`config.mk`:
```
export PLATFORM = sky130hd
export DESIGN_NAME = tws_slave
export DESIGN_NICKNAME = d
export VERILOG_FILES = /design/src/include/tws_pkg.sv /design/src/design/tws_sync.sv /design/src/design/tws_axil.sv /design/src/design/tws_slave.sv
export SDC_FILE = /design/constraint.sdc
export NUM_CORES = 1
export LEC_CHECK = 0
export BUFFER_PORTS_ARGS = -buffer_cell sky130_fd_sc_hd__buf_2
export CORE_UTILIZATION = 30
export DETAILED_ROUTE_END_ITERATION = 8
export MAX_ROUTING_LAYER = met4
export SKIP_CTS_REPAIR_TIMING = 1
export SYNTH_ARGS = -nofsm -noshare
export SYNTH_HDL_FRONTEND = slang
export SYNTH_SLANG_ARGS = --single-unit
```
`constraint.sdc`:
```
create_clock -name clock -period 3.3 [get_ports clock]
set_input_delay 0.33 -clock clock [delete_from_list [all_inputs] [get_ports clock]]
set_output_delay 0.33 -clock clock [all_outputs]
set_load 0.03 [all_outputs]
```
`src/include/tws_pkg.sv`:
```
// Purpose: shared constants and types for the two-wire slave block
// Assumes: 32-bit register bus, 8-bit registers in the low byte
// Notes: register offsets are byte addresses
package tws_pkg;
	// register byte offsets
	localparam logic [7:0] OFF_CTRL     = 8'h00;
	localparam logic [7:0] OFF_STATUS   = 8'h04;
	localparam logic [7:0] OFF_DATA     = 8'h08;
	localparam logic [7:0] OFF_OWN      = 8'h0c;
	localparam logic [7:0] OFF_RATE     = 8'h10;
	localparam logic [7:0] OFF_IRQ_ST   = 8'h14;
	localparam logic [7:0] OFF_IRQ_MASK = 8'h18;
	// control bit positions
	localparam int B_DONE = 0;
	localparam int B_ACK  = 1;
	localparam int B_EN   = 2;
	localparam int B_STA  = 3;
	localparam int B_STO  = 4;
	localparam int B_GCE  = 0; // in own_address_reg
	// interrupt status bits
	localparam int IRQ_W   = 3;
	localparam int I_DONE  = 0;
	localparam int I_STOP  = 1;
	localparam int I_START = 2;
	localparam logic [7:0] REG_RST   = 8'h00;
	localparam logic [7:0] DONE_MASK = 8'h01;
	localparam logic [3:0] BYTE_BITS = 4'h8;
	localparam logic [1:0] RESP_OKAY   = 2'h0;
	localparam logic [1:0] RESP_SLVERR = 2'h2;
	// bus status codes
	localparam logic [7:0] CODE_TX_ADDR      = 8'ha8;
	localparam logic [7:0] CODE_TX_ARB_ADDR  = 8'hb0;
	localparam logic [7:0] CODE_TX_DATA_ACK  = 8'hb8;
	localparam logic [7:0] CODE_TX_DATA_NACK = 8'hc0;
	localparam logic [7:0] CODE_TX_LAST_ACK  = 8'hc8;
	localparam logic [7:0] RX_ADDRESSED_ACKED_CODE = 8'h60;
	localparam logic [7:0] CODE_RX_ARB_ADDR  = 8'h68;
	localparam logic [7:0] CODE_RX_GC        = 8'h70;
	localparam logic [7:0] CODE_RX_ARB_GC    = 8'h78;
	localparam logic [7:0] RX_BYTE_ACKED_CODE  = 8'h80;
	localparam logic [7:0] RX_BYTE_NACKED_CODE = 8'h88;
	localparam logic [7:0] CODE_RX_GC_ACK    = 8'h90;
	localparam logic [7:0] CODE_RX_GC_NACK   = 8'h98;
	localparam logic [7:0] CODE_RX_STOP      = 8'ha0;
	localparam logic [7:0] CODE_NONE         = 8'hf8;
	typedef enum logic [2:0] {
		ST_IDLE    = 3'h0,
		ST_ADDR    = 3'h1,
		ST_ACK_OUT = 3'h3,
		ST_HOLD    = 3'h2,
		ST_RX      = 3'h6,
		ST_TX      = 3'h7,
		ST_ACK_IN  = 3'h5
	} tws_state_t;
	// mapped register check for the bus slave
	function automatic logic tws_addr_ok(input logic [7:0] a);
		return a inside {OFF_CTRL, OFF_STATUS, OFF_DATA, OFF_OWN, OFF_RATE, OFF_IRQ_ST, OFF_IRQ_MASK};
	endfunction : tws_addr_ok
endpackage : tws_pkg

```
`src/design/tws_sync.sv`:
```
// Purpose: two-flop synchroniser for line inputs
// Assumes: inputs are asynchronous to clock
// Notes: only the second stage may be read
`timescale 1ns/1ps
module tws_sync #(
	parameter int WIDTH = 2
) (
	input  wire logic             clock,
	input  wire logic             reset_n,
	input  wire logic             ce,
	input  wire logic [WIDTH-1:0] din,
	output logic      [WIDTH-1:0] dout
);
	// one flop pair per bit, idle lines read high
	for (genvar i = 0; i < WIDTH; i++) begin : g_bit
		logic meta_q;
		always_ff @(posedge clock) begin
			if (!reset_n) begin
				meta_q  <= 1'b1;
				dout[i] <= 1'b1;
			end else if (ce) begin
				meta_q  <= din[i];
				dout[i] <= meta_q;
			end
		end
	end
endmodule : tws_sync

```
`src/design/tws_axil.sv`:
```
// Purpose: AXI4-Lite slave front end producing register strobes
// Assumes: one write and one read outstanding at most
// Notes: unmapped addresses answer SLVERR
`timescale 1ns/1ps
module tws_axil
	import tws_pkg::*;
(
	input  wire logic        clock,
	input  wire logic        reset_n,
	input  wire logic        ce,
	input  wire logic [7:0]  s_axi_awaddr,
	input  wire logic        s_axi_awvalid,
	output logic             s_axi_awready,
	input  wire logic [31:0] s_axi_wdata,
	input  wire logic [3:0]  s_axi_wstrb,
	input  wire logic        s_axi_wvalid,
	output logic             s_axi_wready,
	output logic [1:0]       s_axi_bresp,
	output logic             s_axi_bvalid,
	input  wire logic        s_axi_bready,
	input  wire logic [7:0]  s_axi_araddr,
	input  wire logic        s_axi_arvalid,
	output logic             s_axi_arready,
	output logic [31:0]      s_axi_rdata,
	output logic [1:0]       s_axi_rresp,
	output logic             s_axi_rvalid,
	input  wire logic        s_axi_rready,
	output logic             wr_en,
	output logic [7:0]       wr_addr,
	output logic [31:0]      wr_data,
	output logic [3:0]       wr_strb,
	output logic             rd_en,
	output logic [7:0]       rd_addr,
	input  wire logic [31:0] rd_data
);
	logic aw_full_q;
	logic w_full_q;

	// address and data may arrive in either order
	assign s_axi_awready = !aw_full_q;
	assign s_axi_wready  = !w_full_q;
	assign wr_en         = ce && aw_full_q && w_full_q && !s_axi_bvalid;
	assign s_axi_arready = !s_axi_rvalid;
	assign rd_en         = ce && s_axi_arvalid && !s_axi_rvalid;
	assign rd_addr       = s_axi_araddr;

	// write channel capture and response
	always_ff @(posedge clock) begin
		if (!reset_n) begin
			aw_full_q    <= 1'b0;
			w_full_q     <= 1'b0;
			wr_addr      <= '0;
			wr_data      <= '0;
			wr_strb      <= '0;
			s_axi_bvalid <= 1'b0;
			s_axi_bresp  <= RESP_OKAY;
		end else if (ce) begin
			if (s_axi_awvalid && !aw_full_q) begin
				aw_full_q <= 1'b1;
				wr_addr   <= s_axi_awaddr;
			end
			if (s_axi_wvalid && !w_full_q) begin
				w_full_q <= 1'b1;
				wr_data  <= s_axi_wdata;
				wr_strb  <= s_axi_wstrb;
			end
			if (wr_en) begin
				aw_full_q    <= 1'b0;
				w_full_q     <= 1'b0;
				s_axi_bvalid <= 1'b1;
				s_axi_bresp  <= tws_addr_ok(wr_addr) ? RESP_OKAY : RESP_SLVERR;
			end else if (s_axi_bvalid && s_axi_bready) begin
				s_axi_bvalid <= 1'b0;
			end
		end
	end

	// read answer one cycle after the address is taken
	always_ff @(posedge clock) begin
		if (!reset_n) begin
			s_axi_rvalid <= 1'b0;
			s_axi_rdata  <= '0;
			s_axi_rresp  <= RESP_OKAY;
		end else if (ce) begin
			if (rd_en) begin
				s_axi_rvalid <= 1'b1;
				s_axi_rdata  <= rd_data;
				s_axi_rresp  <= tws_addr_ok(s_axi_araddr) ? RESP_OKAY : RESP_SLVERR;
			end else if (s_axi_rready) begin
				s_axi_rvalid <= 1'b0;
			end
		end
	end
endmodule : tws_axil

```
`src/design/tws_slave.sv`:
```
// Purpose: two-wire slave receiver and transmitter with status codes
// Assumes: bus lines open drain, sampled through tws_sync
// Notes: master-mode logic lives elsewhere; it reports lost arbitration
// Behaviour
// own address read acked gives A8, flag
// arbitration lost then own read gives B0
// sent byte acked gives B8
// sent byte nacked gives C0
// last byte still acked gives C8
// clear with ack off sends last byte
// clear with ack on sends byte, expects ack
// software writes stop zero, flag one
// C0/C8 ack off: unaddressed, no recognition
// C0/C8 ack on: own address, gated general call
// start request schedules START when bus free
// clear with ack on acks next byte
// clear with ack off nacks next byte
// no next byte until flag cleared
// after nack, clear returns to unaddressed mode
// software enables with flag, ack, enable set
// flag set stretches clock line low; the code does not stretch after a stop (A0)
`timescale 1ns/1ps
module tws_slave
	import tws_pkg::*;
(
	input  wire logic        clock,
	input  wire logic        reset_n,
	input  wire logic        ce,
	input  wire logic [7:0]  s_axi_awaddr,
	input  wire logic        s_axi_awvalid,
	output logic             s_axi_awready,
	input  wire logic [31:0] s_axi_wdata,
	input  wire logic [3:0]  s_axi_wstrb,
	input  wire logic        s_axi_wvalid,
	output logic             s_axi_wready,
	output logic [1:0]       s_axi_bresp,
	output logic             s_axi_bvalid,
	input  wire logic        s_axi_bready,
	input  wire logic [7:0]  s_axi_araddr,
	input  wire logic        s_axi_arvalid,
	output logic             s_axi_arready,
	output logic [31:0]      s_axi_rdata,
	output logic [1:0]       s_axi_rresp,
	output logic             s_axi_rvalid,
	input  wire logic        s_axi_rready,
	input  wire logic        scl_i,
	output logic             scl_o,
	output logic             scl_oe_n,
	input  wire logic        sda_i,
	output logic             sda_o,
	output logic             sda_oe_n,
	input  wire logic        arb_lost,
	output logic             start_issue,
	output logic             irq
);
	logic             wr_en;
	logic [7:0]       wr_addr;
	logic [31:0]      wr_data;
	logic [3:0]       wr_strb;
	logic             rd_en;
	logic [7:0]       rd_addr;
	logic [31:0]      rd_data;
	logic [1:0]       line_s;
	logic             scl_prev_q;
	logic             sda_prev_q;
	logic             scl_rise;
	logic             scl_fall;
	logic             start_det;
	logic             stop_det;
	logic [7:0]       ctrl_q;
	logic [7:0]       own_q;
	logic [7:0]       rate_q;
	logic [7:0]       data_q;
	logic [IRQ_W-1:0] irq_st_q;
	logic [IRQ_W-1:0] irq_mask_q;
	logic             wr_ctl;
	logic             clr_ev;
	logic             clr_q;
	tws_state_t       state_q;
	logic [3:0]       cnt_q;
	logic [7:0]       shift_q;
	logic [7:0]       code_q;
	logic             flag_q;
	logic             flag_prev_q;
	logic             addr_ph_q;
	logic             rw_q;
	logic             gc_q;
	logic             arb_q;
	logic             ack_next_q;
	logic             last_q;
	logic             nack_q;
	logic             busy_q;
	logic             start_pend_q;
	logic             own_hit;
	logic             gc_hit;
	logic             tx_code;
	logic             end_code;
	logic             sda_low_q;
	logic             scl_hold_q;

	tws_axil u_axil (
		.clock         (clock),
		.reset_n       (reset_n),
		.ce            (ce),
		.s_axi_awaddr  (s_axi_awaddr),
		.s_axi_awvalid (s_axi_awvalid),
		.s_axi_awready (s_axi_awready),
		.s_axi_wdata   (s_axi_wdata),
		.s_axi_wstrb   (s_axi_wstrb),
		.s_axi_wvalid  (s_axi_wvalid),
		.s_axi_wready  (s_axi_wready),
		.s_axi_bresp   (s_axi_bresp),
		.s_axi_bvalid  (s_axi_bvalid),
		.s_axi_bready  (s_axi_bready),
		.s_axi_araddr  (s_axi_araddr),
		.s_axi_arvalid (s_axi_arvalid),
		.s_axi_arready (s_axi_arready),
		.s_axi_rdata   (s_axi_rdata),
		.s_axi_rresp   (s_axi_rresp),
		.s_axi_rvalid  (s_axi_rvalid),
		.s_axi_rready  (s_axi_rready),
		.wr_en         (wr_en),
		.wr_addr       (wr_addr),
		.wr_data       (wr_data),
		.wr_strb       (wr_strb),
		.rd_en         (rd_en),
		.rd_addr       (rd_addr),
		.rd_data       (rd_data)
	);

	tws_sync #(.WIDTH(2)) u_sync (
		.clock   (clock),
		.reset_n (reset_n),
		.ce      (ce),
		.din     ({scl_i, sda_i}),
		.dout    (line_s)
	);

	// line edges and bus conditions from synchronised levels
	assign scl_rise  = line_s[1] && !scl_prev_q;
	assign scl_fall  = !line_s[1] && scl_prev_q;
	assign start_det = line_s[1] && scl_prev_q && sda_prev_q && !line_s[0];
	assign stop_det  = line_s[1] && scl_prev_q && !sda_prev_q && line_s[0];
	assign own_hit   = ctrl_q[B_ACK] && (shift_q[7:1] == own_q[7:1]);
	assign gc_hit    = ctrl_q[B_ACK] && own_q[B_GCE] && (shift_q == REG_RST);
	assign tx_code   = code_q inside {CODE_TX_ADDR, CODE_TX_ARB_ADDR, CODE_TX_DATA_ACK};
	assign end_code  = code_q inside {CODE_TX_DATA_NACK, CODE_TX_LAST_ACK,
		RX_BYTE_NACKED_CODE, CODE_RX_GC_NACK, CODE_RX_STOP};
	assign wr_ctl    = wr_en && (wr_addr == OFF_CTRL) && wr_strb[0];
	assign clr_ev    = wr_ctl && wr_data[B_DONE];

	// open drain: outputs are always low, enables pick the drive
	assign scl_o    = 1'b0;
	assign sda_o    = 1'b0;
	assign scl_oe_n = !scl_hold_q;
	assign sda_oe_n = !sda_low_q;
	assign irq      = |(irq_st_q & irq_mask_q);

	// previous line levels for edge finding
	always_ff @(posedge clock) begin
		if (!reset_n) begin
			scl_prev_q <= 1'b1;
			sda_prev_q <= 1'b1;
		end else if (ce) begin
			scl_prev_q <= line_s[1];
			sda_prev_q <= line_s[0];
		end
	end

	// software registers; the flag bit is kept by the sequencer
	always_ff @(posedge clock) begin
		if (!reset_n) begin
			ctrl_q <= REG_RST;
			own_q  <= REG_RST;
			rate_q <= REG_RST;
			data_q <= REG_RST;
			clr_q  <= 1'b0;
		end else if (ce) begin
			clr_q <= clr_ev;
			if (wr_ctl)
				ctrl_q <= wr_data[7:0] & ~DONE_MASK;
			if (wr_en && wr_strb[0] && wr_addr == OFF_OWN)
				own_q <= wr_data[7:0];
			if (wr_en && wr_strb[0] && wr_addr == OFF_RATE)
				rate_q <= wr_data[7:0];
			if (wr_en && wr_strb[0] && wr_addr == OFF_DATA)
				data_q <= wr_data[7:0];
		end
	end

	// read mux; status shows no-info code while the flag is low
	always_comb begin
		rd_data = '0;
		case (rd_addr)
			OFF_CTRL:     rd_data[7:0] = ctrl_q | {7'h00, flag_q};
			OFF_STATUS:   rd_data[7:0] = flag_q ? code_q : CODE_NONE;
			OFF_DATA:     rd_data[7:0] = rw_q ? data_q : shift_q;
			OFF_OWN:      rd_data[7:0] = own_q;
			OFF_RATE:     rd_data[7:0] = rate_q;
			OFF_IRQ_ST:   rd_data[IRQ_W-1:0] = irq_st_q;
			OFF_IRQ_MASK: rd_data[IRQ_W-1:0] = irq_mask_q;
			default:      rd_data = '0;
		endcase
	end

	// byte sequencer; a set of the flag is written last so it beats a clear
	always_ff @(posedge clock) begin
		if (!reset_n) begin
			state_q    <= ST_IDLE;
			cnt_q      <= '0;
			shift_q    <= REG_RST;
			code_q     <= CODE_NONE;
			flag_q     <= 1'b0;
			addr_ph_q  <= 1'b0;
			rw_q       <= 1'b0;
			gc_q       <= 1'b0;
			ack_next_q <= 1'b0;
			last_q     <= 1'b0;
			nack_q     <= 1'b0;
		end else if (ce) begin
			if (clr_ev)
				flag_q <= 1'b0;
			if (!ctrl_q[B_EN]) begin
				state_q <= ST_IDLE;
			end else if (start_det && state_q != ST_HOLD) begin
				state_q <= ST_ADDR;
				cnt_q   <= '0;
			end else if (stop_det && state_q != ST_HOLD && state_q != ST_IDLE) begin
				// stop while addressed as receiver is reported once a data byte has come in, else dropped
				if (!rw_q && !addr_ph_q && state_q != ST_ADDR) begin
					code_q  <= CODE_RX_STOP;
					flag_q  <= 1'b1;
					state_q <= ST_HOLD;
				end else begin
					state_q <= ST_IDLE;
				end
			end else begin
				case (state_q)
					ST_ADDR: begin
						if (scl_rise) begin
							shift_q <= {shift_q[6:0], line_s[0]};
							cnt_q   <= cnt_q + 4'h1;
						end else if (scl_fall && cnt_q == BYTE_BITS) begin
							cnt_q <= '0;
							if (own_hit || gc_hit) begin
								state_q    <= ST_ACK_OUT;
								addr_ph_q  <= 1'b1;
								ack_next_q <= 1'b1;
								rw_q       <= shift_q[0];
								gc_q       <= !own_hit;
							end else begin
								state_q <= ST_IDLE;
							end
						end
					end
					ST_RX: begin
						if (scl_rise) begin
							shift_q <= {shift_q[6:0], line_s[0]};
							cnt_q   <= cnt_q + 4'h1;
						end else if (scl_fall && cnt_q == BYTE_BITS) begin
							cnt_q     <= '0;
							addr_ph_q <= 1'b0;
							state_q   <= ST_ACK_OUT;
						end
					end
					ST_ACK_OUT: begin
						if (scl_fall) begin
							flag_q  <= 1'b1;
							state_q <= ST_HOLD;
							if (addr_ph_q && rw_q)
								code_q <= arb_q ? CODE_TX_ARB_ADDR : CODE_TX_ADDR;
							else if (addr_ph_q)
								code_q <= gc_q ? (arb_q ? CODE_RX_ARB_GC : CODE_RX_GC)
									: (arb_q ? CODE_RX_ARB_ADDR : RX_ADDRESSED_ACKED_CODE);
							else if (gc_q)
								code_q <= ack_next_q ? CODE_RX_GC_ACK : CODE_RX_GC_NACK;
							else
								code_q <= ack_next_q ? RX_BYTE_ACKED_CODE : RX_BYTE_NACKED_CODE;
						end
					end
					ST_HOLD: begin
						// nothing moves on the line until software clears the flag
						if (clr_q) begin
							cnt_q <= '0;
							if (tx_code) begin
								state_q <= ST_TX;
								shift_q <= data_q;
								last_q  <= !ctrl_q[B_ACK];
							end else if (end_code) begin
								state_q <= ST_IDLE;
							end else begin
								state_q    <= ST_RX;
								ack_next_q <= ctrl_q[B_ACK];
							end
						end
					end
					ST_TX: begin
						if (scl_rise) begin
							cnt_q <= cnt_q + 4'h1;
						end else if (scl_fall) begin
							if (cnt_q == BYTE_BITS)
								state_q <= ST_ACK_IN;
							else
								shift_q <= {shift_q[6:0], 1'b1};
						end
					end
					ST_ACK_IN: begin
						if (scl_rise) begin
							nack_q <= line_s[0];
						end else if (scl_fall) begin
							flag_q  <= 1'b1;
							state_q <= ST_HOLD;
							if (nack_q)
								code_q <= CODE_TX_DATA_NACK;
							else
								code_q <= last_q ? CODE_TX_LAST_ACK : CODE_TX_DATA_ACK;
						end
					end
					default: state_q <= ST_IDLE;
				endcase
			end
		end
	end

	// lost arbitration remembered until a stop or until the next address is answered
	always_ff @(posedge clock) begin
		if (!reset_n)
			arb_q <= 1'b0;
		else if (ce) begin
			if (arb_lost)
				arb_q <= 1'b1;
			else if (stop_det || (state_q == ST_HOLD && addr_ph_q && clr_q))
				arb_q <= 1'b0;
		end
	end

	// line drivers registered so pins never glitch
	always_ff @(posedge clock) begin
		if (!reset_n) begin
			sda_low_q  <= 1'b0;
			scl_hold_q <= 1'b0;
		end else if (ce) begin
			sda_low_q <= (state_q == ST_ACK_OUT && ack_next_q)
				|| (state_q == ST_TX && !shift_q[7]);
			// no stretch after a stop: the master has already left
			scl_hold_q <= state_q == ST_HOLD && code_q != CODE_RX_STOP;
		end
	end

	// bus busy tracking and deferred start request
	always_ff @(posedge clock) begin
		if (!reset_n) begin
			busy_q       <= 1'b0;
			start_pend_q <= 1'b0;
			start_issue  <= 1'b0;
		end else if (ce) begin
			if (start_det)
				busy_q <= 1'b1;
			else if (stop_det)
				busy_q <= 1'b0;
			start_issue <= start_pend_q && !busy_q;
			if (state_q == ST_HOLD && clr_q && end_code && ctrl_q[B_STA])
				start_pend_q <= 1'b1;
			else if (!busy_q)
				start_pend_q <= 1'b0;
		end
	end

	// sticky events, cleared by writing one; a new event wins
	// the flag event is its rising edge, so a flag still pending cannot re-arm a cleared bit
	always_ff @(posedge clock) begin
		if (!reset_n) begin
			irq_st_q    <= '0;
			irq_mask_q  <= '0;
			flag_prev_q <= 1'b0;
		end else if (ce) begin
			flag_prev_q <= flag_q;
			if (wr_en && wr_strb[0] && wr_addr == OFF_IRQ_MASK)
				irq_mask_q <= wr_data[IRQ_W-1:0];
			irq_st_q <= (irq_st_q & ~((wr_en && wr_strb[0] && wr_addr == OFF_IRQ_ST)
				? wr_data[IRQ_W-1:0] : '0))
				| {start_pend_q && !busy_q, stop_det, flag_q && !flag_prev_q};
		end
	end

	property p_read_addr;
		@(posedge clock) disable iff (!reset_n)
		ce && ctrl_q[B_EN] && !start_det && !stop_det && state_q == ST_ACK_OUT && scl_fall
			&& addr_ph_q && rw_q && !arb_q |=> flag_q && code_q == CODE_TX_ADDR;
	endproperty
	a_read_addr: assert property (p_read_addr) else $error("no A8 after read address");

	property p_arb_addr;
		@(posedge clock) disable iff (!reset_n)
		ce && ctrl_q[B_EN] && !start_det && !stop_det && state_q == ST_ACK_OUT && scl_fall
			&& addr_ph_q && rw_q && arb_q |=> code_q == CODE_TX_ARB_ADDR && state_q == ST_HOLD;
	endproperty
	a_arb_addr: assert property (p_arb_addr) else $error("no B0 after lost arbitration");

	property p_tx_ack;
		@(posedge clock) disable iff (!reset_n)
		ce && ctrl_q[B_EN] && !start_det && !stop_det && state_q == ST_ACK_IN && scl_fall
			&& !nack_q && !last_q |=> code_q == CODE_TX_DATA_ACK ##1 scl_hold_q;
	endproperty
	a_tx_ack: assert property (p_tx_ack) else $error("no B8 with stretch");

	property p_tx_nack;
		@(posedge clock) disable iff (!reset_n)
		ce && ctrl_q[B_EN] && !start_det && !stop_det && state_q == ST_ACK_IN && scl_fall
			&& nack_q |=> code_q == CODE_TX_DATA_NACK;
	endproperty
	a_tx_nack: assert property (p_tx_nack) else $error("no C0 after nack");

	property p_tx_last;
		@(posedge clock) disable iff (!reset_n)
		ce && ctrl_q[B_EN] && !start_det && !stop_det && state_q == ST_ACK_IN && scl_fall
			&& !nack_q && last_q |=> code_q == CODE_TX_LAST_ACK;
	endproperty
	a_tx_last: assert property (p_tx_last) else $error("no C8 on acked last byte");

	property p_load_mode;
		@(posedge clock) disable iff (!reset_n)
		ce && ctrl_q[B_EN] && !start_det && !stop_det && state_q == ST_HOLD && clr_q && tx_code
			|=> state_q == ST_TX && last_q == !$past(ctrl_q[B_ACK]) && shift_q == $past(data_q);
	endproperty
	a_load_mode: assert property (p_load_mode) else $error("bad byte load on clear");

	property p_leave;
		@(posedge clock) disable iff (!reset_n)
		ce && ctrl_q[B_EN] && !start_det && !stop_det && state_q == ST_HOLD && clr_q && end_code
			|=> state_q == ST_IDLE ##1 !scl_hold_q;
	endproperty
	a_leave: assert property (p_leave) else $error("not unaddressed after end code");

	property p_start_later;
		@(posedge clock) disable iff (!reset_n)
		ce && start_pend_q && !busy_q |=> start_issue;
	endproperty
	a_start_later: assert property (p_start_later) else $error("start not issued on free bus");

	property p_rx_ack;
		@(posedge clock) disable iff (!reset_n)
		ce && state_q == ST_ACK_OUT && ack_next_q && $stable(state_q) |=> !sda_oe_n;
	endproperty
	a_rx_ack: assert property (p_rx_ack) else $error("ack not driven");

	property p_rx_nack;
		@(posedge clock) disable iff (!reset_n)
		ce && state_q == ST_ACK_OUT && !ack_next_q |=> sda_oe_n;
	endproperty
	a_rx_nack: assert property (p_rx_nack) else $error("nack byte drove the data line");

	property p_hold_wait;
		@(posedge clock) disable iff (!reset_n)
		ce && state_q == ST_HOLD && !clr_q && ctrl_q[B_EN] && !start_det |=> state_q == ST_HOLD;
	endproperty
	a_hold_wait: assert property (p_hold_wait) else $error("left hold without clear");

	property p_stretch;
		@(posedge clock) disable iff (!reset_n)
		ce && flag_q && state_q == ST_HOLD && code_q != CODE_RX_STOP ##1 ce && state_q == ST_HOLD
			|-> !scl_oe_n;
	endproperty
	a_stretch: assert property (p_stretch) else $error("clock not stretched");
endmodule : tws_slave

```
==> impl_results.rst, run 1 <==
.. list-table::
   :header-rows: 1

   * - Metric
     - Value
   * - Status
     - completed
   * - Number of standard cells after synthesis
     - ~690
   * - Final sum of negative setup slack
     - 0 ns
   * - Post-synthesis instance area
     - 5840 sq um
   * - Max-capacitance violation count
     - 0
   * - Final estimated routing congestion in global placement
     - 0.889
   * - Hold Worst Slack
     - approximately 0.18 ns
   * - Share of flip-flops with an asynchronous set or reset
     - 0
   * - Number of antenna cells inserted
     - 0
   * - CTS H-tree lvls
     - 3
   * - DR iter-0 viols
     - between 300 and 400
   * - Post-synthesis area per instance
     - about 8.5 sq um
   * - Number of setup violations in the final report
     - 0
   * - Portion of the post-synthesis area used by sequential elements
     - 0.373
   * - Top Layer Used
     - met4
   * - Cell at the slowest stage of the critical path
     - sky130_fd_sc_hd__dfxtp_1
   * - Worst min-delay path startpoint
     - sda_i
   * - Clock latency of the later-clocked register in the worst-skew pair
     - around 0.36 ns
   * - Reg2reg path depth
     - 6
   * - Adder-cell area share of the yosys netlist
     - 0.00428
   * - Required time of the critical path
     - 3.60 ns
   * - Wire length on met2
     - between 6000 and 7000 microns
   * - Detailed Place HPWL
     - 11100 microns
   * - Final worst clock skew
     - around 0.0070 ns
   * - Count of flip-flops with a built-in enable after synthesis
     - 0
   * - Count of final max-slew check failures
     - 0
   * - Core Box Area
     - roughly 19000 sq um
   * - Drc violations
     - 0
   * - Vias in the first global route
     - between 4000 and 5000
   * - Flops & latches, synth
     - 109
   * - Met1 layer wirelength in the final routing
     - ~7300 microns
   * - All-layer global routing usage
     - 0.162
   * - DIE HEIGHT
     - between 100 and 150 microns
   * - Number of nets at the end of the flow
     - around 790
   * - Maximum root-to-sink buffer count
     - 2
   * - Worst-margin pin slew
     - 0.819 ns
   * - First-pass GRT wire length
     - around 25000 microns
   * - Element type at the critical path start
     - register
   * - Vias
     - around 5000
   * - Class of the most critical setup path
     - reg -> reg
   * - Final Hold Fails
     - 0
   * - Leakage dissipation
     - 2.33 nW
   * - Crit-path max cell delay
     - 0.65 ns
   * - Biggest area consumer among synthesized cells
     - sky130_fd_sc_hd__dfxtp_1
   * - Detailed route wirelength on metal3
     - ~700 microns
   * - Share of cell area taken by muxes after synthesis
     - 0.125
   * - Xor and xnor fraction of the mapped netlist area
     - 0.0135
   * - Unrepaired setup endpoints after global routing
     - no
   * - Count of TritonRoute iterations in the first routing pass
     - 5
   * - Clock root cell
     - sky130_fd_sc_hd__clkbuf_16
   * - Most used cells in the layout excluding fill and tap cells
     - sky130_fd_sc_hd__dfxtp_1 (109), sky130_fd_sc_hd__mux2i_1 (71), sky130_fd_sc_hd__nand2_1 (70)
   * - Post-route ant nets
     - 0
   * - Ratio of cells with drive above 1 in the final layout
     - 0.141
   * - P per Cell Area
     - roughly 420 nW/um^2
   * - Routed wire per std cell
     - around 15 microns
   * - Number of top-level pins
     - 110
   * - Time the worst path needs with I/O delays and setup
     - about 2.5 ns
   * - Distinct cell type count of the synthesized netlist
     - 75
   * - Count of cells along the worst hold path
     - 3
   * - Post-synth top area share
     - 0.373
   * - Synth Area in Compound Gates
     - 0.184
   * - Die ar.
     - between 20000 and 25000 sq um
   * - Tcrit/Tclk final
     - 0.760
   * - Cell row count
     - 50
   * - Flop-to-flop setup slack
     - approximately 0.8 ns
   * - WP data arrival
     - ~2.8 ns
   * - Dpl ws
     - about 0.85 ns
   * - Pin count of the biggest net entering global routing
     - 38
   * - Drt via density
     - 5.15
   * - Final core occ
     - 0.348
   * - Worst relative slew slack
     - 0.450
   * - Antenna violations before repair
     - 0
   * - WHS Endpoint
     - u_sync.g_bit[0].meta_q
   * - Path class of the lowest-slack min-delay path
     - in -> reg
   * - CTS tree
     - done
   * - Layout area overhead
     - 12.4%
   * - Startpoint of the most critical register-to-register path
     - state_q[1]
   * - Most frequent standard cell in the layout excluding fill and tap cells
     - sky130_fd_sc_hd__dfxtp_1
   * - Fin worst setup slack
     - around 0.8 ns
   * - Number of warnings printed during yosys synthesis
     - 0
   * - Port Buffers
     - 54
   * - GRT overflow
     - 0
   * - Dominant combinational cell family by area after synthesis
     - simple AND/OR/NAND/NOR gates
   * - Ordered cell list for the critical path
     - buf_4 -> or3b_1 -> a22oi_1 -> nand4_1 -> or4_1 -> a21oi_1
   * - Fmax achieved
     - between 300 and 400 MHz
   * - Effective utilization at floorplan
     - 0.309
   * - Count of clock tree sinks
     - ~110
   * - Capturing point of the worst reg2reg path
     - shift_q[0]
   * - Floorplan die width
     - between 100 and 150 microns
   * - Maximum fanout count along the critical path
     - 16
   * - Most instantiated flip-flop cell in the synthesis netlist
     - sky130_fd_sc_hd__dfxtp_1
   * - Post-synthesis simple-gate area fraction
     - 0.215
   * - Crit end category
     - register
   * - Maximum vdd drop
     - approximately 0.28 mV
   * - Total length of routed wires
     - between 15000 and 20000 microns
   * - Clk slew on worst S/H paths
     - 0.08 ns
   * - Cell types occupying the most area after synthesis
     - sky130_fd_sc_hd__dfxtp_1 (37%), sky130_fd_sc_hd__mux2i_1 (12%), sky130_fd_sc_hd__nand2_1 (4.5%)
   * - TritonCTS Buffers
     - 9
cell usage after synthesis (6+ instances only):
library cell,n
sky130_fd_sc_hd__a21oi_1,44
sky130_fd_sc_hd__a22oi_1,10
sky130_fd_sc_hd__a311oi_1,8
sky130_fd_sc_hd__a31oi_1,7
sky130_fd_sc_hd__buf_1,6
sky130_fd_sc_hd__buf_2,6
sky130_fd_sc_hd__buf_4,33
sky130_fd_sc_hd__clkbuf_1,25
sky130_fd_sc_hd__dfxtp_1,109
sky130_fd_sc_hd__inv_1,23
sky130_fd_sc_hd__mux2i_1,71
sky130_fd_sc_hd__nand2_1,70
sky130_fd_sc_hd__nand2b_1,6
sky130_fd_sc_hd__nand3_1,19
sky130_fd_sc_hd__nand4_1,9
sky130_fd_sc_hd__nor2_1,65
sky130_fd_sc_hd__nor3_1,13
sky130_fd_sc_hd__o21ai_0,36
sky130_fd_sc_hd__xnor2_1,8
metrics by stage:
| stage | power (mW) | instance area, sq um | cells |
|---|---|---|---|
| 3_5_place_dp | 1.62 | 6250 | 973 |
| 6_report | 2.75 | 6570 | 989 |
| 5_1_grt | 2.86 | 6570 | 989 |
| 2_1_floorplan | 1.57 | 5940 | 715 |
| 3_3_place_gp | 1.62 | 6250 | 973 |
| 4_1_cts | 2.78 | 6570 | 989 |
worst max-delay path, delay by kind of cell, from the launching register on:
kind                   cells  cell delay, ns
DFF                        1            0.65
AOI/OAI and AO/OA          2            0.34
and+or+nand+nor            3            1.18
buffers and inverters      1            0.26
worst max-delay path by stage:
stage | startpoint | endpoint | slack (ns) | cells after the start
floorplan | u_axil.s_axi_bvalid | flag_q | 1.35 | 5
global placement | state_q[1] | shift_q[0] | 0.85 | 6
detailed placement | state_q[1] | shift_q[0] | 0.85 | 6
CTS | state_q[1] | shift_q[0] | 0.83 | 6
global route | state_q[1] | shift_q[0] | 0.60 | 6
finish | state_q[1] | shift_q[0] | 0.79 | 6
flip-flops by register name, summed over array words and instances (netlist names), 2 cells and up:
name	count
state_q	3
ctrl_q	7
shift_q	8
cnt_q	4
irq_mask_q	3
code_q	5
u_axil.wr_addr	8
rate_q	8
u_axil.wr_data	8
u_axil.s_axi_rdata	8
irq_st_q	3
data_q	8
u_sync.g_bit.meta_q	2
u_sync.dout	2
own_q	8
power breakdown:
group	leakage (nW)	switching [mW]	internal, mW
combinational	1.30	0.162	0.0606
sequential	0.883	0.0271	1.34
clock	0.149	0.552	0.609
metal layers:
metal,up-vias,GRT usage
met5,-,-
met4,0,0.0572
met3,29,0.0327
met2,146,0.250
met1,2416,0.210
li1,2503,-
kinds of logic after synthesis:
family,Yosys count
xor gates and xnor gates,9
muxes,73
DFF,109
AOI/OAI and AO/OA,162
buffers and inverters,95
adders and majority gates,2
other,1
and+or+nand+nor,237
cell type report:
class	count	area, sq um
inverters	25	93.8
flip-flops and latches	109	2180
multi-input cells	511	3270
clock inverters	7	92.6
fillers	1997	12300
clock buffers	9	225
repair buffers	68	375
well taps	260	325
(Power assumes the default switching activity.)
==> run 2: changes to the inputs <==
==> constraint.sdc (replaced) <==
create_clock -name clock -period 2.3 [get_ports clock]
set_input_delay 0.23 -clock clock [delete_from_list [all_inputs] [get_ports clock]]
set_output_delay 0.23 -clock clock [all_outputs]
set_load 0.03 [all_outputs]
==> impl_results.rst, run 2 (synthesized netlist as in run 1, its figures left out) <==
.. list-table::
   :header-rows: 1

   * - Metric
     - Value
   * - Status
     - completed
   * - Final estimated routing congestion in global placement
     - 0.901 (+1.4%)
   * - Crit end category
     - register
   * - Clk slew on worst S/H paths
     - 0.08 ns (about the same)
   * - Maximum fanout count along the critical path
     - 13 (-3)
   * - Placed Area
     - 6440 sq um (+3.1%)
   * - Relative contribution of sequential cells to total power
     - 0.495 (about the same)
   * - Top Layer Used
     - met4
   * - Total length of routed wires
     - 16000 microns (+4.6%)
   * - Die ar.
     - 20000 sq um (unchanged)
   * - Leakage dissipation
     - 2.46 nW (+5.4%)
   * - Count of fill cells added during filler insertion
     - 1995 (-0.10%)
   * - Tcrit/Tclk final
     - 0.884 (+0.125)
   * - Unrepaired setup endpoints after global routing
     - no
   * - NetSw
     - 1.07 mW (+44%)
   * - Final worst clock skew
     - 0.00761 ns (+0.000620 ns)
   * - Required time of the critical path
     - 2.54 ns (-1.06 ns)
   * - Drc violations
     - 0 (unchanged)
   * - Most used cells in the layout excluding fill and tap cells
     - sky130_fd_sc_hd__dfxtp_1 (109), sky130_fd_sc_hd__mux2i_1 (71), sky130_fd_sc_hd__nand2_1 (70)
   * - WP data arrival
     - 2.27 ns (-0.53 ns)
   * - DIE HEIGHT
     - 142 microns (unchanged)
   * - Clock root cell
     - sky130_fd_sc_hd__clkbuf_16
   * - Post-route cell area
     - 6770 sq um (+3.0%)
   * - Cell row count
     - 50 (unchanged)
   * - Floorplan die width
     - 142 microns (unchanged)
   * - Crit-path max cell delay
     - 0.59 ns (-0.06 ns)
   * - Maximum vdd drop
     - 0.350 mV (+23%)
   * - CTS tree
     - done
   * - Path class of the lowest-slack min-delay path
     - in -> reg
   * - Net switching fraction of the power
     - 0.271 (+0.00112)
   * - Drt via density
     - 5.10 (-0.95%)
   * - Count of final max-slew check failures
     - 0 (unchanged)
   * - Fin worst setup slack
     - 0.266 ns (-0.527 ns)
   * - Detailed route wirelength on metal3
     - 601 microns (-14%)
   * - Final core occ
     - 0.358 (+0.0104)
   * - Layout area overhead
     - 15.8%
   * - Met1 layer wirelength in the final routing
     - 7600 microns (+4.8%)
   * - Number of top-level pins
     - 110 (unchanged)
   * - Vias
     - 5168 (+1.5%)
   * - Core Box Area
     - 18900 sq um (unchanged)
   * - Combinational power share
     - 0.084 (+0.003)
   * - Fmax achieved
     - 492 MHz (+23%)
   * - Effective utilization at floorplan
     - 0.309 (unchanged)
   * - Sum of buffers and inverters on the critical path
     - 1 (unchanged)
   * - All-layer global routing usage
     - 0.169 (+0.00740)
   * - Clk pwr share
     - 0.421 (about the same)
   * - Reg2reg path depth
     - 6 (unchanged)
   * - Final Hold Fails
     - 0 (unchanged)
   * - Most frequent standard cell in the layout excluding fill and tap cells
     - sky130_fd_sc_hd__dfxtp_1
   * - Number of antenna cells inserted
     - 0 (unchanged)
   * - Count of TritonRoute iterations in the first routing pass
     - 5 (unchanged)
   * - Port Buffers
     - 54 (unchanged)
   * - Clock latency of the later-clocked register in the worst-skew pair
     - 0.36 ns (about the same)
   * - GRT overflow
     - 0 (unchanged)
   * - Wire length on met2
     - 7470 microns (+7.0%)
   * - Cell at the slowest stage of the critical path
     - sky130_fd_sc_hd__dfxtp_1
   * - Time the worst path needs with I/O delays and setup
     - 2.03 ns (-0.473 ns)
   * - Count of clock tree sinks
     - 109 (unchanged)
   * - Pin count of the biggest net entering global routing
     - 50 (+32%)
   * - CTS H-tree lvls
     - 3 (unchanged)
   * - Worst relative slew slack
     - 0.643 (+0.193)
   * - Antenna violations before repair
     - 0 (unchanged)
   * - First-pass GRT wire length
     - 25700 microns (+4.2%)
   * - Ordered cell list for the critical path
     - and4b_1 -> o21ai_2 -> a2111oi_4 -> buf_4 -> mux2i_1 -> nand2_1
   * - Post-route ant nets
     - 0 (unchanged)
   * - Cell family contributing the most delay on the critical path
     - flip-flops
   * - Class of the most critical setup path
     - reg -> reg
   * - Max-capacitance violation count
     - 0 (unchanged)
   * - Maximum root-to-sink buffer count
     - 2 (unchanged)
   * - Number of nets at the end of the flow
     - 813 (+3.0%)
   * - Ratio of cells with drive above 1 in the final layout
     - 0.170 (+0.0287)
   * - Vias in the first global route
     - 4712 (-0.61%)
   * - Worst-margin pin slew
     - 0.534 ns (-0.285 ns)
   * - Detailed Place HPWL
     - 11900 microns (+6.7%)
   * - Dpl ws
     - 0.157 ns (-0.696 ns)
   * - Element type at the critical path start
     - register
   * - Routed wire per std cell
     - 15.8 microns (+2.1%)
   * - Count of cells along the worst hold path
     - 3 (unchanged)
   * - Cell depth of the worst setup path
     - 6 (unchanged)
   * - DR iter-0 viols
     - 399 (+18%)
   * - Final sum of negative setup slack
     - 0 ns (unchanged)
   * - Internal Pwr Total
     - 2.88 mW (+44%)
   * - Number of setup violations in the final report
     - 0 (unchanged)
   * - P per Cell Area
     - 584 nW/um^2 (+40%)
   * - TritonCTS Buffers
     - 9 (unchanged)
run 2: per-stage QoR:
stage | total power, mW | hold slack, ns | cells
2_1_floorplan | 2.25 | 0.358 | 715
3_3_place_gp | 2.33 | 0.453 | 997
3_5_place_dp | 2.33 | 0.456 | 997
4_1_cts | 3.99 | 0.0783 | 1013
5_1_grt | 4.11 | 0.0969 | 1013
6_report | 3.95 | 0.0849 | 1013
run 2: final timing paths:
kind	startpoint	to	slack, ns
setup / recovery	u_sync.dout[1]	code_q[6]	0.27
hold / removal	sda_i	u_sync.g_bit[0].meta_q	0.08
setup reg to reg	u_sync.dout[1]	code_q[6]	0.27
hold reg to reg	start_issue	start_issue	0.46
run 2: tightest hold or removal path: cells and delay by family:
kind                   cells  cell delay, ns
buffers and inverters      1            0.07
and+or+nand+nor            1            0.06
muxes                      1            0.05
run 2: power by group through the flow:
stage	combinational, mW	sequential, mW	clock, mW
floorplan	0.249	2.01	0
global placement	0.328	2.00	0
detailed placement	0.330	2.00	0
CTS	0.331	1.96	1.70
global route	0.361	1.96	1.78
finish	0.331	1.96	1.67
run 2: final cells by class:
cell class / count / area [sq um] / share of cell area
multi-input cells: 511 / 3280 / 0.485
flip-flops and latches: 109 / 2180 / 0.323
repair buffers: 92 / 568 / 0.0840
well taps: 260 / 325 / 0.0481
clock buffers: 9 / 225 / 0.0333
inverters: 25 / 93.8 / 0.0139
clock inverters: 7 / 88.8 / 0.0131
run 2: layer usage:
layer | up-vias | track usage
li1 | 2560 | -
met1 | 2458 | 0.221
met2 | 124 | 0.266
met3 | 26 | 0.0246
met4 | 0 | 0.0611
met5 | - | -
==> run 3: changes to the inputs <==
--- a/config.mk
+++ b/config.mk
@@ -7,6 +7,7 @@
 export LEC_CHECK = 0
 export BUFFER_PORTS_ARGS = -buffer_cell sky130_fd_sc_hd__buf_2
 export CORE_UTILIZATION = 30
+export CTS_BUF_LIST = sky130_fd_sc_hd__clkbuf_8
 export DETAILED_ROUTE_END_ITERATION = 8
 export MAX_ROUTING_LAYER = met4
 export SKIP_CTS_REPAIR_TIMING = 1
==> impl_results.rst, run 3 (synthesized netlist as in run 1, its figures left out) <==
.. list-table::
   :header-rows: 1

   * - Metric
     - Value
   * - Path class of the lowest-slack min-delay path
     - in -> reg
   * - Count of TritonRoute iterations in the first routing pass
     - 5 (unchanged)
   * - Final worst clock skew
     - 0.00625 ns (-0.00137 ns)
   * - Final Hold Fails
     - 0 (unchanged)
   * - Final estimated routing congestion in global placement
     - 0.901 (unchanged)
   * - Class of the most critical setup path
     - reg -> reg
   * - Clock latency of the later-clocked register in the worst-skew pair
     - 0.39 ns (+0.03 ns)
   * - Vias in the first global route
     - 4732 (+0.42%)
   * - Detailed Place HPWL
     - 11900 microns (unchanged)
   * - Final sum of negative setup slack
     - 0 ns (unchanged)
   * - Number of nets at the end of the flow
     - 813 (unchanged)
   * - Final core occ
     - 0.353 (-0.00536)
   * - Last element of the critical path
     - code_q[6]
   * - Unrepaired setup endpoints after global routing
     - no
   * - Die ar.
     - 20000 sq um (unchanged)
   * - Ratio of cells with drive above 1 in the final layout
     - 0.170 (unchanged)
   * - Effective utilization at floorplan
     - 0.309 (unchanged)
   * - Maximum fanout count along the critical path
     - 13 (unchanged)
   * - Worst relative slew slack
     - 0.645 (+0.00167)
   * - Crit end category
     - register
   * - CTS H-tree lvls
     - 3 (unchanged)
   * - Clock root cell
     - sky130_fd_sc_hd__clkbuf_8
   * - Antenna violations before repair
     - 0 (unchanged)
   * - Number of antenna cells inserted
     - 0 (unchanged)
   * - Routed wire per std cell
     - 15.7 microns (about the same)
   * - Number of setup violations in the final report
     - 0 (unchanged)
   * - Element type at the critical path start
     - register
   * - Port Buffers
     - 54 (unchanged)
   * - Flop-to-flop setup slack
     - 0.24 ns (-0.03 ns)
   * - Required time of the critical path
     - 2.58 ns (+0.04 ns)
   * - Drt via density
     - 5.10 (about the same)
   * - DR iter-0 viols
     - 418 (+4.8%)
   * - All-layer global routing usage
     - 0.169 (+0.000175)
   * - Most frequent standard cell in the layout excluding fill and tap cells
     - sky130_fd_sc_hd__dfxtp_1
   * - WP data arrival
     - 2.34 ns (+0.07 ns)
   * - Post-route ant nets
     - 0 (unchanged)
   * - Pin count of the biggest net entering global routing
     - 50 (unchanged)
   * - Vias
     - 5167 (-0.019%)
   * - Number of top-level pins
     - 110 (unchanged)
   * - First-pass GRT wire length
     - 25800 microns (+0.24%)
   * - Drc violations
     - 0 (unchanged)
   * - Hold Worst Slack
     - 0.0437 ns (-0.0412 ns)
   * - Time the worst path needs with I/O delays and setup
     - 2.06 ns (+0.0259 ns)
   * - Total length of routed wires
     - 15900 microns (about the same)
   * - Count of final max-slew check failures
     - 0 (unchanged)
   * - Floorplan die width
     - 142 microns (unchanged)
   * - GRT overflow
     - 0 (unchanged)
   * - Layout area overhead
     - 14.0%
   * - Reg2reg path depth
     - 6 (unchanged)
   * - Maximum vdd drop
     - 0.310 mV (-11%)
   * - Core Box Area
     - 18900 sq um (unchanged)
   * - Cell row count
     - 50 (unchanged)
   * - DIE HEIGHT
     - 142 microns (unchanged)
   * - TritonCTS Buffers
     - 9 (unchanged)
   * - Total instance count after detailed placement
     - 997 (unchanged)
   * - Status
     - completed
   * - Non-filler cells in the finished layout
     - 1013 (unchanged)
   * - Most used cells in the layout excluding fill and tap cells
     - sky130_fd_sc_hd__dfxtp_1 (109), sky130_fd_sc_hd__mux2i_1 (71), sky130_fd_sc_hd__nand2_1 (70)
   * - Design Power
     - 3.57 mW (-9.7%)
   * - Count of clock tree sinks
     - 109 (unchanged)
   * - Startpoint of the most critical register-to-register path
     - u_sync.dout[1]
   * - Maximum root-to-sink buffer count
     - 2 (unchanged)
   * - Fmax achieved
     - 485 MHz (-1.3%)
   * - Clk slew on worst S/H paths
     - 0.11 ns (+0.03 ns)
   * - Crit path from
     - u_sync.dout[1]
   * - CTS tree
     - done
   * - Leakage dissipation
     - 2.41 nW (-1.9%)
   * - Max-capacitance violation count
     - 0 (unchanged)
   * - P per Cell Area
     - 536 nW/um^2 (-8.4%)
   * - Tcrit/Tclk final
     - 0.896 (+0.0112)
   * - Worst-margin pin slew
     - 0.531 ns (-0.00250 ns)
   * - Capturing point of the worst reg2reg path
     - code_q[6]
run 3: cell counts in the layout (fill, tap and decap cells not counted):
Identical to the previous run, type by type.
run 3: through the flow:
stage               setup slack [ns]  area [sq um]
floorplan                      0.353          5940
global placement               0.187          6440
detailed placement             0.157          6440
CTS                           0.0986          6660
global route                   0.114          6660
finish                         0.240          6660
run 3: per-layer routing:
layer,global-route usage,up-vias,share of wire
met5,-,-,0
met4,0.0656,0,0.021
met3,0.0246,21,0.036
met2,0.266,143,0.47
met1,0.220,2444,0.48
li1,-,2559,-
run 3: worst max-delay path, cell delays in order (launching register included):
cell and delay (ns):
sky130_fd_sc_hd__dfxtp_1 0.61, sky130_fd_sc_hd__and4b_1 0.35, sky130_fd_sc_hd__o21ai_2 0.10, sky130_fd_sc_hd__a2111oi_4 0.39, sky130_fd_sc_hd__buf_4 0.23, sky130_fd_sc_hd__mux2i_1 0.19, sky130_fd_sc_hd__nand2_1 0.07
run 3: cell type report:
| type | instances | area [sq um] |
|---|---|---|
| clock inverter | 7 | 88.8 |
| tap | 260 | 325 |
| inverter | 25 | 93.8 |
| clock buffer | 9 | 124 |
| fill | 2008 | 12200 |
| multi-input combinational | 511 | 3280 |
| sequential | 109 | 2180 |
| timing repair buffer | 92 | 568 |
run 3: how the worst min path moves through the flow:
stage                     slack, ns                     end      startpoint  cells after the start
after floorplan                0.36  u_sync.g_bit[0].meta_q           sda_i                      2
after global placement         0.45             start_issue     start_issue                      2
after detailed placement       0.46             start_issue     start_issue                      2
after CTS                      0.03  u_sync.g_bit[0].meta_q           sda_i                      3
after global routing           0.04       u_axil.wr_data[4]  s_axi_wdata[4]                      3
final                          0.04  u_sync.g_bit[0].meta_q           sda_i                      3
run 3: report_power, final:
part / internal (mW) / switching [mW]
Clock: 0.529 / 0.752
Sequential: 1.92 / 0.0368
Combinational: 0.0918 / 0.239
Total: 2.54 / 1.03
